--- config.mk ---
export PLATFORM = sky130hd
export DESIGN_NAME = pgfw_regs
export DESIGN_NICKNAME = d
export VERILOG_FILES = /design/src/rtl/pgfw_pkg.sv /design/src/rtl/pgfw_regs.sv
export SDC_FILE = /design/constraint.sdc
export NUM_CORES = 1
export LEC_CHECK = 0
export BUFFER_PORTS_ARGS = -buffer_cell sky130_fd_sc_hd__buf_2
export CAP_MARGIN = 10
export CELL_PAD_IN_SITES_DETAIL_PLACEMENT = 0
export CELL_PAD_IN_SITES_GLOBAL_PLACEMENT = 1
export CORE_MARGIN = 2
export CORE_UTILIZATION = 39
export DETAILED_ROUTE_END_ITERATION = 8
export PLACE_DENSITY_LB_ADDON = 0.12
export SLEW_MARGIN = 20
export SYNTH_ARGS = -nofsm -noshare
export SYNTH_HDL_FRONTEND = slang
export SYNTH_SLANG_ARGS = --single-unit
--- constraint.sdc ---
create_clock -name sys_clk -period 6.05 [get_ports sys_clk]
set_input_delay 0 -clock sys_clk [delete_from_list [all_inputs] [get_ports sys_clk]]
set_output_delay 0 -clock sys_clk [all_outputs]
set_load 0.03 [all_outputs]
--- src/rtl/pgfw_pkg.sv ---
// Package for the power-good fault and watchdog window configuration slice
package pgfw_pkg;
    // Printed offsets are indexes; byte address is four times the index
    localparam logic [7:0] PGFW_IDX_FAULT = 8'h1B;
    localparam logic [7:0] PGFW_IDX_WCFG = 8'h1C;
    localparam logic [7:0] PGFW_IDX_SEL = 8'h1A;
    localparam logic [7:0] PGFW_IDX_LOCK = 8'h1D;
    localparam logic [7:0] PGFW_IDX_IRQ_STAT = 8'h20;
    localparam logic [7:0] PGFW_IDX_IRQ_MASK = 8'h21;
    localparam logic [7:0] PGFW_IDX_WSTAT = 8'h22;
    localparam logic [7:0] PGFW_RESET_FAULT = 8'h00;
    localparam logic [7:0] PGFW_RESET_SEL = 8'h00;
    localparam logic [6:0] PGFW_FLAG_MASK = 7'h7F;
    localparam int PGFW_LOCK_BIT = 7;
    localparam int PGFW_CLOSE_LSB = 6;
    localparam int PGFW_OPEN_LSB = 4;
    localparam int PGFW_LONG_LSB = 2;
    localparam int PGFW_THR_LSB = 0;
    localparam int PGFW_IRQ_FAULT_BIT = 0;
    localparam int PGFW_IRQ_RESTART_BIT = 1;
    localparam int PGFW_CLK_HZ = 25000000;
    // Window durations in ms, indexed by field code
    localparam int PGFW_CLOSE_MS [4] = '{10, 20, 50, 100};
    localparam int PGFW_OPEN_MS [4] = '{20, 100, 200, 600};
    localparam int PGFW_LONG_MS [4] = '{200, 600, 2000, 5000};
    localparam int PGFW_CYC_PER_MS = PGFW_CLK_HZ / 1000;
    localparam logic [1:0] PGFW_HTRANS_NONSEQ = 2'h2;
    localparam logic [1:0] PGFW_HTRANS_SEQ = 2'h3;

    typedef struct packed {
        logic [1:0] close_sel;
        logic [1:0] open_sel;
        logic [1:0] long_sel;
        logic [1:0] thr_sel;
    } pgfw_wcfg_s;

    typedef struct packed {
        logic valid;
        logic write;
        logic [7:0] idx;
    } pgfw_addr_s;
endpackage

--- src/rtl/pgfw_regs.sv ---
// Power-good fault flags and watchdog window configuration registers
module pgfw_regs
    import pgfw_pkg::*;
#(
    parameter int CNT_W = 3
)
(
    input wire logic sys_clk,
    input wire logic reset,
    input wire logic hsel,
    input wire logic [31:0] haddr,
    input wire logic [1:0] htrans,
    input wire logic hwrite,
    input wire logic [2:0] hsize,
    input wire logic [31:0] hwdata,
    input wire logic hready,
    output logic [31:0] hrdata,
    output logic hreadyout,
    output logic hresp,
    input wire logic [6:0] src_fault,
    input wire logic [7:0] otp_wcfg,
    input wire logic wdog_reset_output,
    output logic power_good_out_b,
    output logic [7:0] wcfg_out,
    output logic [31:0] close_cycles,
    output logic [31:0] open_cycles,
    output logic [31:0] long_cycles,
    output logic system_restart,
    output logic irq
);
    // Counter must reach the largest threshold of four
    if (CNT_W < 3)
    begin : g_cnt_w_check
        $error("CNT_W must hold a count of four");
    end

    pgfw_addr_s aph;
    logic [6:0] fault;
    logic [6:0] sel;
    pgfw_wcfg_s wcfg;
    logic wdog_config_lock;
    logic [1:0] irq_stat;
    logic [1:0] irq_mask;
    logic [CNT_W-1:0] pulse_cnt;
    logic pulse_d;
    logic otp_load;

    wire logic take = hsel && hready && hsize == 3'h2
        && (htrans == PGFW_HTRANS_NONSEQ || htrans == PGFW_HTRANS_SEQ);
    wire logic wr = aph.valid && aph.write;
    wire logic rd = aph.valid && !aph.write;
    wire logic wr_fault = wr && aph.idx == PGFW_IDX_FAULT;
    wire logic wr_wcfg = wr && aph.idx == PGFW_IDX_WCFG;
    wire logic wr_sel = wr && aph.idx == PGFW_IDX_SEL;
    wire logic wr_lock = wr && aph.idx == PGFW_IDX_LOCK;
    wire logic wr_mask = wr && aph.idx == PGFW_IDX_IRQ_MASK;
    wire logic rd_stat = rd && aph.idx == PGFW_IDX_IRQ_STAT;
    // Read data picked in the address phase so the flop holds it in data
    wire logic rd_take = take && !hwrite;
    wire logic [7:0] ridx = haddr[9:2];
    wire logic [6:0] active = src_fault & sel;
    // clear only bits whose source is valid; set wins
    wire logic [6:0] clr = wr_fault ? (hwdata[6:0] & ~src_fault) : 7'h00;
    // zero bits and bit 7 do nothing
    wire logic [6:0] next_fault = (fault & ~clr) | active;
    wire logic pulse_rise = wdog_reset_output && !pulse_d;
    wire logic [CNT_W-1:0] thr =
        wcfg.thr_sel == 2'h1 ? CNT_W'(1) :
        wcfg.thr_sel == 2'h2 ? CNT_W'(2) :
        wcfg.thr_sel == 2'h3 ? CNT_W'(4) : '0;
    wire logic restart_hit = pulse_rise && thr != '0
        && pulse_cnt + CNT_W'(1) >= thr;
    wire logic [1:0] ev = {restart_hit, |(active & ~fault)};
    wire logic [31:0] rdata =
        ridx == PGFW_IDX_FAULT ? {25'h0, fault} :
        ridx == PGFW_IDX_WCFG ? {24'h0, wcfg} :
        ridx == PGFW_IDX_SEL ? {25'h0, sel} :
        ridx == PGFW_IDX_LOCK ? {24'h0, wdog_config_lock, 7'h00} :
        ridx == PGFW_IDX_IRQ_STAT ? {30'h0, irq_stat} :
        ridx == PGFW_IDX_IRQ_MASK ? {30'h0, irq_mask} :
        ridx == PGFW_IDX_WSTAT ? {{(32-CNT_W){1'b0}}, pulse_cnt} :
        32'h0;

    always_ff @(posedge sys_clk)
    begin
        if (reset)
            aph <= '0;
        else if (hready)
            aph <= '{take, hwrite, haddr[9:2]};
    end

    always_ff @(posedge sys_clk)
    begin
        if (reset)
        begin
            fault <= PGFW_RESET_FAULT[6:0];
            sel <= PGFW_RESET_SEL[6:0];
            irq_stat <= 2'h0;
            irq_mask <= 2'h0;
            wdog_config_lock <= 1'b0;
        end
        else
        begin
            fault <= next_fault & PGFW_FLAG_MASK;
            if (wr_sel)
                sel <= hwdata[6:0];
            if (wr_mask)
                irq_mask <= hwdata[1:0];
            // Lock only sets; reset alone clears it
            if (wr_lock && hwdata[PGFW_LOCK_BIT])
                wdog_config_lock <= 1'b1;
            // Clear only what the read returned; a later event survives
            irq_stat <= (irq_stat & ~(rd_stat ? hrdata[1:0] : 2'h0)) | ev;
        end
    end

    // otp defaults caught one edge after reset release
    always_ff @(posedge sys_clk)
    begin
        if (reset)
            otp_load <= 1'b1;
        else
            otp_load <= 1'b0;
    end

    always_ff @(posedge sys_clk)
    begin
        if (reset)
            wcfg <= '0;
        else if (otp_load)
            wcfg <= otp_wcfg;
        else if (wr_wcfg && !wdog_config_lock)
            wcfg <= hwdata[7:0];
    end

    always_ff @(posedge sys_clk)
    begin
        if (reset)
        begin
            pulse_d <= 1'b0;
            pulse_cnt <= '0;
            system_restart <= 1'b0;
        end
        else
        begin
            pulse_d <= wdog_reset_output;
            system_restart <= restart_hit;
            if (restart_hit)
                pulse_cnt <= '0;
            else if (pulse_rise && thr != '0)
                pulse_cnt <= pulse_cnt + CNT_W'(1);
        end
    end

    always_ff @(posedge sys_clk)
    begin
        if (reset)
        begin
            hrdata <= 32'h0;
            power_good_out_b <= 1'b0;
            wcfg_out <= 8'h00;
            close_cycles <= 32'h0;
            open_cycles <= 32'h0;
            long_cycles <= 32'h0;
            irq <= 1'b0;
        end
        else
        begin
            if (rd_take)
                hrdata <= rdata;
            power_good_out_b <= ~|active;
            wcfg_out <= wcfg;
            close_cycles <= PGFW_CLOSE_MS[wcfg.close_sel] * PGFW_CYC_PER_MS;
            open_cycles <= PGFW_OPEN_MS[wcfg.open_sel] * PGFW_CYC_PER_MS;
            // long open window from bits 3:2
            long_cycles <= PGFW_LONG_MS[wcfg.long_sel] * PGFW_CYC_PER_MS;
            irq <= |(irq_stat & irq_mask);
        end
    end

    assign hreadyout = 1'b1;
    assign hresp = 1'b0;

    a_flag_set_source: assert property (@(posedge sys_clk) disable iff (reset)
        (src_fault[6] && sel[6]) |=> fault[6])
        else $error("thermal flag not set");
    a_flag_analog_set: assert property (@(posedge sys_clk) disable iff (reset)
        (src_fault[5] && sel[5]) |=> fault[5])
        else $error("analog flag not set");
    a_masked_no_set: assert property (@(posedge sys_clk) disable iff (reset)
        (!fault[3] && !(src_fault[3] && sel[3])) |=> !fault[3])
        else $error("masked source set flag");
    a_flag_sticky: assert property (@(posedge sys_clk) disable iff (reset)
        (fault[0] && !(wr_fault && hwdata[0])) |=> fault[0])
        else $error("flag dropped without clear");
    a_clear_valid: assert property (@(posedge sys_clk) disable iff (reset)
        (wr_fault && hwdata[4] && !src_fault[4]) |=> !fault[4])
        else $error("flag not cleared");
    a_reserved_zero: assert property (@(posedge sys_clk) disable iff (reset)
        (aph.valid && !aph.write && aph.idx == PGFW_IDX_FAULT)
        |=> hrdata[7] == 1'b0)
        else $error("reserved bit not zero");
    a_lock_holds: assert property (@(posedge sys_clk) disable iff (reset)
        (wdog_config_lock && !otp_load) |=> $stable(wcfg))
        else $error("locked config changed");
    a_thr_zero_never: assert property (@(posedge sys_clk) disable iff (reset)
        (wcfg.thr_sel == 2'h0) |=> !system_restart)
        else $error("restart with threshold zero");
    a_thr_one_restart: assert property (@(posedge sys_clk) disable iff (reset)
        (wcfg.thr_sel == 2'h1 && pulse_rise) |=> system_restart)
        else $error("restart missed");
    a_close_time: assert property (@(posedge sys_clk) disable iff (reset)
        (wcfg.close_sel == 2'h2) |=> close_cycles == 32'd1250000)
        else $error("close window wrong");
    a_open_time: assert property (@(posedge sys_clk) disable iff (reset)
        (wcfg.open_sel == 2'h3) |=> open_cycles == 32'd15000000)
        else $error("open window wrong");
    a_long_time: assert property (@(posedge sys_clk) disable iff (reset)
        (wcfg.long_sel == 2'h3) |=> long_cycles == 32'd125000000)
        else $error("long window wrong");
    a_otp_load: assert property (@(posedge sys_clk)
        (reset ##1 !reset) |=> wcfg == $past(otp_wcfg))
        else $error("otp default not loaded");

    // Fault flag, power-good and irq checks
    a_mon_b_set: assert property (@(posedge sys_clk) disable iff (reset)
        (src_fault[4] && sel[4]) |=> fault[4])
        else $error("monitor b flag not set");
    a_mon_a_set: assert property (@(posedge sys_clk) disable iff (reset)
        (src_fault[3] && sel[3]) |=> fault[3])
        else $error("monitor a flag not set");
    a_boost_set: assert property (@(posedge sys_clk) disable iff (reset)
        (src_fault[2] && sel[2]) |=> fault[2])
        else $error("boost flag not set");
    a_buck_b_set: assert property (@(posedge sys_clk) disable iff (reset)
        (src_fault[1] && sel[1]) |=> fault[1])
        else $error("buck b flag not set");
    a_buck_a_set: assert property (@(posedge sys_clk) disable iff (reset)
        (src_fault[0] && sel[0]) |=> fault[0])
        else $error("buck a flag not set");
    a_thermal_quiet: assert property (@(posedge sys_clk) disable iff (reset)
        (!fault[6] && !(src_fault[6] && sel[6])) |=> !fault[6])
        else $error("thermal flag set without cause");
    a_set_enabled: assert property (@(posedge sys_clk) disable iff (reset)
        1'b1 |=> (fault & ~$past(fault) & ~$past(active)) == 7'h00)
        else $error("flag set by masked source");
    a_clear_applies: assert property (@(posedge sys_clk) disable iff (reset)
        wr_fault |=> (fault & $past(clr)) == 7'h00)
        else $error("valid flag not cleared");
    a_clear_blocked: assert property (@(posedge sys_clk) disable iff (reset)
        (wr_fault && hwdata[6] && src_fault[6] && fault[6]) |=> fault[6])
        else $error("flag cleared while faulting");
    a_zero_write: assert property (@(posedge sys_clk) disable iff (reset)
        (wr_fault && hwdata[6:0] == 7'h00)
        |=> fault == ($past(fault) | $past(active)))
        else $error("zero write changed flags");
    a_reset_clear: assert property (@(posedge sys_clk)
        reset |=> fault == 7'h00)
        else $error("flags not zero after reset");
    a_fault_readback: assert property (@(posedge sys_clk) disable iff (reset)
        (rd_take && ridx == PGFW_IDX_FAULT)
        |=> hrdata == {25'h0, $past(fault)})
        else $error("fault read data wrong");
    a_pg_good: assert property (@(posedge sys_clk) disable iff (reset)
        (active == 7'h00) |=> power_good_out_b)
        else $error("power good low without cause");
    a_pg_bad: assert property (@(posedge sys_clk) disable iff (reset)
        (active != 7'h00) |=> !power_good_out_b)
        else $error("power good high with cause");
    a_irq_level: assert property (@(posedge sys_clk) disable iff (reset)
        ((irq_stat & irq_mask) != 2'h0) |=> irq)
        else $error("irq not raised");

    // Window config, restart and lock checks
    a_close_min: assert property (@(posedge sys_clk) disable iff (reset)
        (wcfg.close_sel == 2'h0) |=> close_cycles == 32'h0003D090)
        else $error("close window wrong");
    a_open_min: assert property (@(posedge sys_clk) disable iff (reset)
        (wcfg.open_sel == 2'h0) |=> open_cycles == 32'h0007A120)
        else $error("open window wrong");
    a_long_min: assert property (@(posedge sys_clk) disable iff (reset)
        (wcfg.long_sel == 2'h0) |=> long_cycles == 32'h004C4B40)
        else $error("long window wrong");
    a_thr_two: assert property (@(posedge sys_clk) disable iff (reset)
        (wcfg.thr_sel == 2'h2 && pulse_rise && pulse_cnt == CNT_W'(1))
        |=> system_restart)
        else $error("restart missed at two");
    a_thr_four: assert property (@(posedge sys_clk) disable iff (reset)
        (wcfg.thr_sel == 2'h3 && pulse_rise && pulse_cnt == CNT_W'(3))
        |=> system_restart)
        else $error("restart missed at four");
    a_thr_not_early: assert property (@(posedge sys_clk) disable iff (reset)
        (wcfg.thr_sel == 2'h3 && pulse_rise && pulse_cnt == CNT_W'(2))
        |=> !system_restart)
        else $error("restart too early");
    a_cnt_restart: assert property (@(posedge sys_clk) disable iff (reset)
        system_restart |-> pulse_cnt == '0)
        else $error("pulse count not cleared");
    a_thr_zero_hold: assert property (@(posedge sys_clk) disable iff (reset)
        (wcfg.thr_sel == 2'h0) |=> $stable(pulse_cnt))
        else $error("pulses counted while disabled");
    a_otp_applied: assert property (@(posedge sys_clk) disable iff (reset)
        otp_load |=> wcfg == $past(otp_wcfg))
        else $error("otp default not applied");
    a_lock_sticky: assert property (@(posedge sys_clk) disable iff (reset)
        wdog_config_lock |=> wdog_config_lock)
        else $error("lock dropped without reset");
    a_cfg_write: assert property (@(posedge sys_clk) disable iff (reset)
        (wr_wcfg && !wdog_config_lock && !otp_load)
        |=> {24'h0, wcfg} == ($past(hwdata) & 32'h000000FF))
        else $error("unlocked config write lost");
    a_restart_event: assert property (@(posedge sys_clk) disable iff (reset)
        restart_hit |=> irq_stat[1])
        else $error("restart event not recorded");
endmodule // pgfw_regs

==> run metrics, run 1 <==
1st-iter DRT viols 257; Final Total Pwr 1.79 mW; vias after detailed routing 4,896; Clock Tree Buf Depth 2; Critical Path Start wcfg[6]; CP required around 6.3 ns; port bufs 120; register area share after synthesis a little over a third; Yosys reg bits ~110; CTS tree done; remaining global-route overflow 0; ys async rst share 0%; Final period util 60.4%; wire length per cell 14.1 um; Final Max Tran Viols 0; core area between 0.015 and 0.02 sq mm; Top FF cell, synth dfxtp_1; root buffer cell clkbuf_16; Power Dens Cells between 200 and 250 mW/mm^2; Synthesis Warnings 0; Skew-Pair Late Insertion Delay 0.35 ns; GRT Total Usage ~17%; Synth Instances about 690; endpoints failing setup 0; status completed; Clock Sinks 109; H-tree Lvls 3; 1st-pass router iterations 4; largest net degree at the start of global routing 103; Die ar. between 0.015 and 0.02 sq mm; cts bufs inserted 9; final wirelength approximately 15,000 um; cell family with most CP delay adder cells; Setup CP Type flip-flop to flip-flop; Slew HR 47.0%; CP max stage delay 0.58 ns; slowest CP cell dfxtp_1; detailed-route vias per instance 4.74; Worst-path clk slew 0.07 ns; Max rail drop VDD 0.139 mV; first-pass GRT wire length 23,200 um; setup TNS 0 ns; worst slew pin tran ~0.79 ns; Layout Nets 969; ANT nets after route 0; Ports 231; fmax 273 MHz; initial antenna violation count 0; HP Class input port to flip-flop; post_cts resized 0; Layout fillers 1,579; DR DRC count 0; Diodes inserted 0; post-synth cell types 63; Post-CTS Setup Bufs 0; final hold violation count 0; fin cells just over 1,000; ranking of synthesized cells by area dfxtp_1, ha_1, buf_4; Final Util between 40% and 50%; Cell Chain, Critical Path inv_1, ha_1, xor2_1, ha_1, ha_1, ha_1, ha_1, o311ai_0, a21boi_0, o2111ai_1, a21oi_1; Cells after DPL between 900 and 1,000; share of the synthesized area in the top cell type 35.2%; pre-CTS WS 2.36 ns; number of global-route vias before repair 4,618; CP Max Fanout 11; most common cell type on the critical path ha_1; largest area contributor in the netlist dfxtp_1; Post-synth EDFFs 0; Fin Clk Skew 0.00609 ns; CP Launch Type flip-flop; CTS Hold Bufs 35; share of cells above drive strength 1 between 10% and 20%; min Tclk post-route 3.66 ns; Die X 130 um; max capacitance violation total 0; FF-to-FF setup slack 2.39 ns; std cell rows 46; worst path bufs/invs 1; Die Y 130 um; initial core utilization between 30% and 40%; final HPWL from detailed placement 10,500 um; Area growth syn-to-layout 17.4%; Arr. time, crit path ~3.9 ns; static leakage 3.54 nW; gp weighted congestion 0.851; min-delay src haddr[4]; RSZ-0062 raised after global routing false; post-route setup slack between 2 and 2.5 ns; FF-to-FF Start wcfg[6]; Mean Syn Cell Area 9.01 sq um; Critical Path End Type flip-flop; cell area after synthesis between 0.006 and 0.007 sq mm
## cell families (layout without fill, tap and decap cells)
group	after synthesis	in the layout	synth area share, %
and+or+nand+nor	223	223	18.1
muxes	33	33	5.39
buffers and inverters	124	193	12.8
DFF	109	109	35.2
adders and majority gates	64	64	12.9
other	2	62	0.121
xor gates and xnor gates	24	24	3.39
AOI/OAI and AO/OA	109	109	12.1
## sequential cells by signal (all words and copies together), names as in the netlist
name / count
long_cycles: 16
close_cycles: 15
pulse_cnt: 3
open_cycles: 17
pulse_d: 1
wcfg_out: 8
power_good_out_b: 1
wdog_config_lock: 1
sel: 7
aph: 10
irq_stat: 2
irq_mask: 2
wcfg: 8
hrdata: 8
irq: 1
otp_load: 1
fault: 7
system_restart: 1
## tightest hold or removal path: cells and delay by family
kind,cells,cell delay [ns]
buf+inv,1,0.17
mux,1,0.10
simple gates,1,0.07
## cells in the mapped netlist (3+ instances only)
cell	n
nand2_1	40
a21oi_1	19
a21boi_0	3
buf_6	6
o21ai_0	19
nor2_1	88
buf_4	74
and3_1	5
a31oi_1	10
nor4_1	3
dfxtp_1	109
nand3b_1	7
a221oi_1	6
o22ai_1	4
xor2_1	13
clkbuf_1	15
a22oi_1	3
xnor2_1	11
a22o_1	6
o31a_1	3
or3_1	3
a211oi_1	13
nand3_1	6
a21o_1	4
and2_1	9
inv_1	23
nor3_1	15
mux2i_1	30
nor2b_1	20
nor3b_1	3
buf_2	3
mux2_2	3
ha_1	64
nand2b_1	10
## path summary, 6_finish.rpt
| check | end | cells past startpoint |
|---|---|---|
| setup / recovery | close_cycles[23] | 11 |
| setup reg to reg | close_cycles[23] | 11 |
| hold / removal | aph[2] | 3 |
| hold reg to reg | hrdata[7] | 2 |
## where the power goes
group	internal, mW	leakage [nW]	switching (mW)
registers	0.757	0.895	0.0203
clock network	0.368	0.148	0.256
logic	0.129	2.49	0.265
## layer usage
layer	vias to the layer above	routed length, um	track usage, %
li1	2467	-	-
met1	2285	6900	23.1
met2	130	6820	28.5
met3	14	625	2.67
met4	0	252	6.58
met5	-	0	0
## final cells by class
cell class              count  area (sq um)  share of cell area [%]
multi-input cells         515          3450                    47.5
flip-flops and latches    109          2180                    30.0
repair buffers            157           981                    13.5
well taps                 216           270                    3.71
clock buffers              11           243                    3.34
inverters                  23          86.3                    1.19
clock inverters             2          60.1                   0.825
## through the flow
stage               hold WS, ns  area [sq um]
floorplan                0.0277          6420
global placement          0.229          6600
detailed placement        0.242          6600
CTS                      0.0301          7250
global route             0.0475          7280
finish                   0.0283          7280
## cells in the final DEF (no fill, tap or decap), types with 10 or more instances in the layout
master / count
nor2_1: 88
buf_2: 119
inv_1: 23
dfxtp_1: 109
xor2_1: 13
o21ai_0: 19
nor3_1: 14
a21oi_1: 19
a211oi_1: 13
nand2b_1: 10
dlygate4sd3_1: 35
ha_1: 64
xnor2_1: 11
mux2i_1: 30
nor2b_1: 20
nand2_1: 40
conb_1: 62
a31oi_1: 10
No activity file was read; power rests on OpenSTA's default activity.
==> run 2, diff against run 1 <==
Settings changed: ABC_AREA set to 1, CORE_UTILIZATION 39 to 32.
Clock period 6.05 ns to 3.2 ns, I/O delays scaled along.
==> run metrics, run 2 <==
status completed; Most Crowded Layer GR met2; vias after detailed routing 5,523 (+13%); met2 usage 24.4% (-4.1 points); P_int 2.36 mW (+88%); Synthesis Warnings 0 (unchanged); setup TNS 0 ns (unchanged); P_sw 1.05 mW (+94%); most frequent cell after synthesis nand2_1; post-route setup slack 0.320 ns (-2.07 ns); worst slew pin tran 0.720 ns (-0.0675 ns); remaining global-route overflow 0 (unchanged); number of flip-flops in the largest register 17 (unchanged); Final Max Tran Viols 0 (unchanged); cell area after synthesis 0.00646 sq mm (+4.1%); Die ar. 0.0213 sq mm (+26%); Setup CP Type flip-flop to flip-flop; Post-CTS Setup Bufs 0 (unchanged); Ports 231 (unchanged); Reg area 0.00218 sq mm (unchanged); CP max stage delay 0.37 ns (-0.21 ns); Synth Instances 875 (+27%); commonest non-fill, non-tap cell in the layout nand2_1; share of cells above drive strength 1 18.4% (+0.26 points); CTS tree done; gp weighted congestion 0.795 (-6.5%); Area growth syn-to-layout 19.7%; Layout fillers 2,153 (+36%); CP required 3.44 ns (-2.84 ns); most frequent cells in the layout nand2_1, buf_2, dfxtp_1; largest area contributor in the netlist dfxtp_1; detailed-route vias per instance 4.29 (-9.5%); Net Sw Frac 30.7% (+0.59 points); final wirelength 16,900 um (+16%); wire length per cell 13.1 um (-7.0%); min-delay src otp_wcfg[3]; Power Dens Cells 441 mW/mm^2 (+79%); cell family with most CP delay adder cells; Post-synth EDFFs 0 (unchanged); cts bufs inserted 9 (unchanged); RSZ-0062 raised after global routing false; post-synth cell types 45 (-29%); Die Y 146 um (+12%); Slew HR 52.0% (+5.0 points); Layout Nets 1,172 (+21%); Diodes inserted 0 (unchanged); static leakage 3.95 nW (+12%); GRT met1 Usage 22.3% (-0.84 points); post_cts resized 0 (unchanged); post-route cell area 0.00773 sq mm (+6.2%); first-pass GRT wire length 26,700 um (+15%); H-tree Lvls 3 (unchanged); pre-CTS WS 0.314 ns (-2.05 ns); HP Class input port to flip-flop; core area 0.0197 sq mm (+25%); most flop-heavy register open_cycles; fmax 347 MHz (+27%); FF-to-FF Start wcfg[6]; Seq pwr share 42.7% (-0.6 points); CTS Hold Bufs 33 (-5.7%); root buffer cell clkbuf_16; Clk network pwr share 36.8% (+2.1 points); ys async rst share 0% (unchanged); largest net degree at the start of global routing 61 (-41%); initial antenna violation count 0 (unchanged); slowest CP cell ha_1; Cell Chain, Critical Path inv_1, ha_1, xor2_1, ha_1, ha_1, inv_1, nor3_1, ha_1, inv_1, nor2_1, nor3_1, inv_1, o21ai_0, a21oi_1; Top FF cell, synth dfxtp_1; area of the multi-input gates 0.00342 sq mm (-0.98%); Critical Path Start wcfg[6]; Worst-path clk slew 0.07 ns (about the same); Clock Tree Buf Depth 2 (unchanged); worst path bufs/invs 4 (+3); GRT Total Usage 15.6% (-1.8 points); 1st-iter DRT viols 191 (-26%); CP Max Fanout 5 (-6); Top Registers open_cycles (17), long_cycles (16), close_cycles (15); number of global-route vias before repair 5,091 (+10%); met3 global-route usage 2.06% (-0.60 points); max capacitance violation total 0 (unchanged); port bufs 120 (unchanged); std cell rows 51 (+11%); initial core utilization 32.8% (-6.6 points); share of the synthesized area in the top cell type 33.8% (-1.4 points); CP Launch Type flip-flop; Fin Clk Skew 0.00970 ns (+0.00362 ns); ranking of synthesized cells by area dfxtp_1, ha_1, buf_4; Gate power share 20.5% (-1.4 points); DR DRC count 0 (unchanged); Final period util 90.0% (+30 points); Mean Syn Cell Area 7.38 sq um (-18%); Critical Path End Type flip-flop; Clock Sinks 109 (unchanged); Skew-Pair Late Insertion Delay 0.35 ns (about the same); final hold violation count 0 (unchanged); endpoints failing setup 0 (unchanged); dpl cell area 0.00707 sq mm (+7.2%); 1st-pass router iterations 6 (+2); min Tclk post-route 2.88 ns (-0.777 ns); Max rail drop VDD 0.250 mV (+80%); ANT nets after route 0 (unchanged); register area share after synthesis 33.8% (-1.4 points); Synth top cells by count nand2_1, dfxtp_1, inv_1; Yosys reg bits 109 (unchanged); final HPWL from detailed placement 12,900 um (+23%); Die X 146 um (+12%); Arr. time, crit path 3.13 ns (-0.75 ns)
==> run 2: logic make-up (layout without fill, tap and decap cells) <==
family,Yosys count,after routing,synth area share (%)
simple gates,335,335,23.2
xor+xnor,9,9,1.22
fa+ha+maj,64,64,12.4
compound gates,148,148,12.5
buf+inv,208,296,16.7
flops,109,109,33.8
other cells,2,62,0.116
==> run 2: power groups by stage <==
stage | clock, mW | sequential [mW] | combinational, mW
finish | 1.25 | 1.46 | 0.697
global route | 1.35 | 1.46 | 0.765
CTS | 1.29 | 1.46 | 0.702
detailed placement | 0 | 1.49 | 0.668
global placement | 0 | 1.49 | 0.670
floorplan | 0 | 1.59 | 0.443
==> run 2: per-layer routing <==
metal	part of all wire (%)	wire [um]	up-vias
li1	-	-	2970
met1	51	8650	2405
met2	43	7320	131
met3	4.0	682	17
met4	1.6	267	0
met5	0	0	-
==> run 2: path summary, 6_finish.rpt <==
| check | end | slack (ns) | cells past startpoint |
|---|---|---|---|
| max | close_cycles[15] | 0.32 | 14 |
| min | wcfg[3] | 0.01 | 5 |
| max reg2reg | close_cycles[15] | 0.32 | 14 |
| min reg2reg | sel[1] | 0.48 | 2 |
==> run 2: layout make-up <==
cell class	count	area share (%)
flip-flops and latches	109	28.2
multi-input cells	618	44.3
well taps	265	4.29
repair buffers	169	13.6
clock inverters	3	0.874
clock buffers	13	3.37
inverters	111	5.39
==> run 2: through the flow <==
stage	hold WS (ns)	std cells	util, %	power, mW
2_1_floorplan	0.0277	935	-	2.03
3_3_place_gp	0.245	1239	36.0	2.16
6_report	0.0106	1288	39.3	3.41
3_5_place_dp	0.258	1239	36.0	2.16
5_1_grt	0.0417	1288	39.3	3.58
4_1_cts	0.0103	1288	39.3	3.45
==> run 2: worst min-delay path: cells and delay by family <==
kind                   cells  cell delay, ns
buffers and inverters      1            0.10
AOI/OAI and AO/OA          1            0.06
and+or+nand+nor            3            0.17
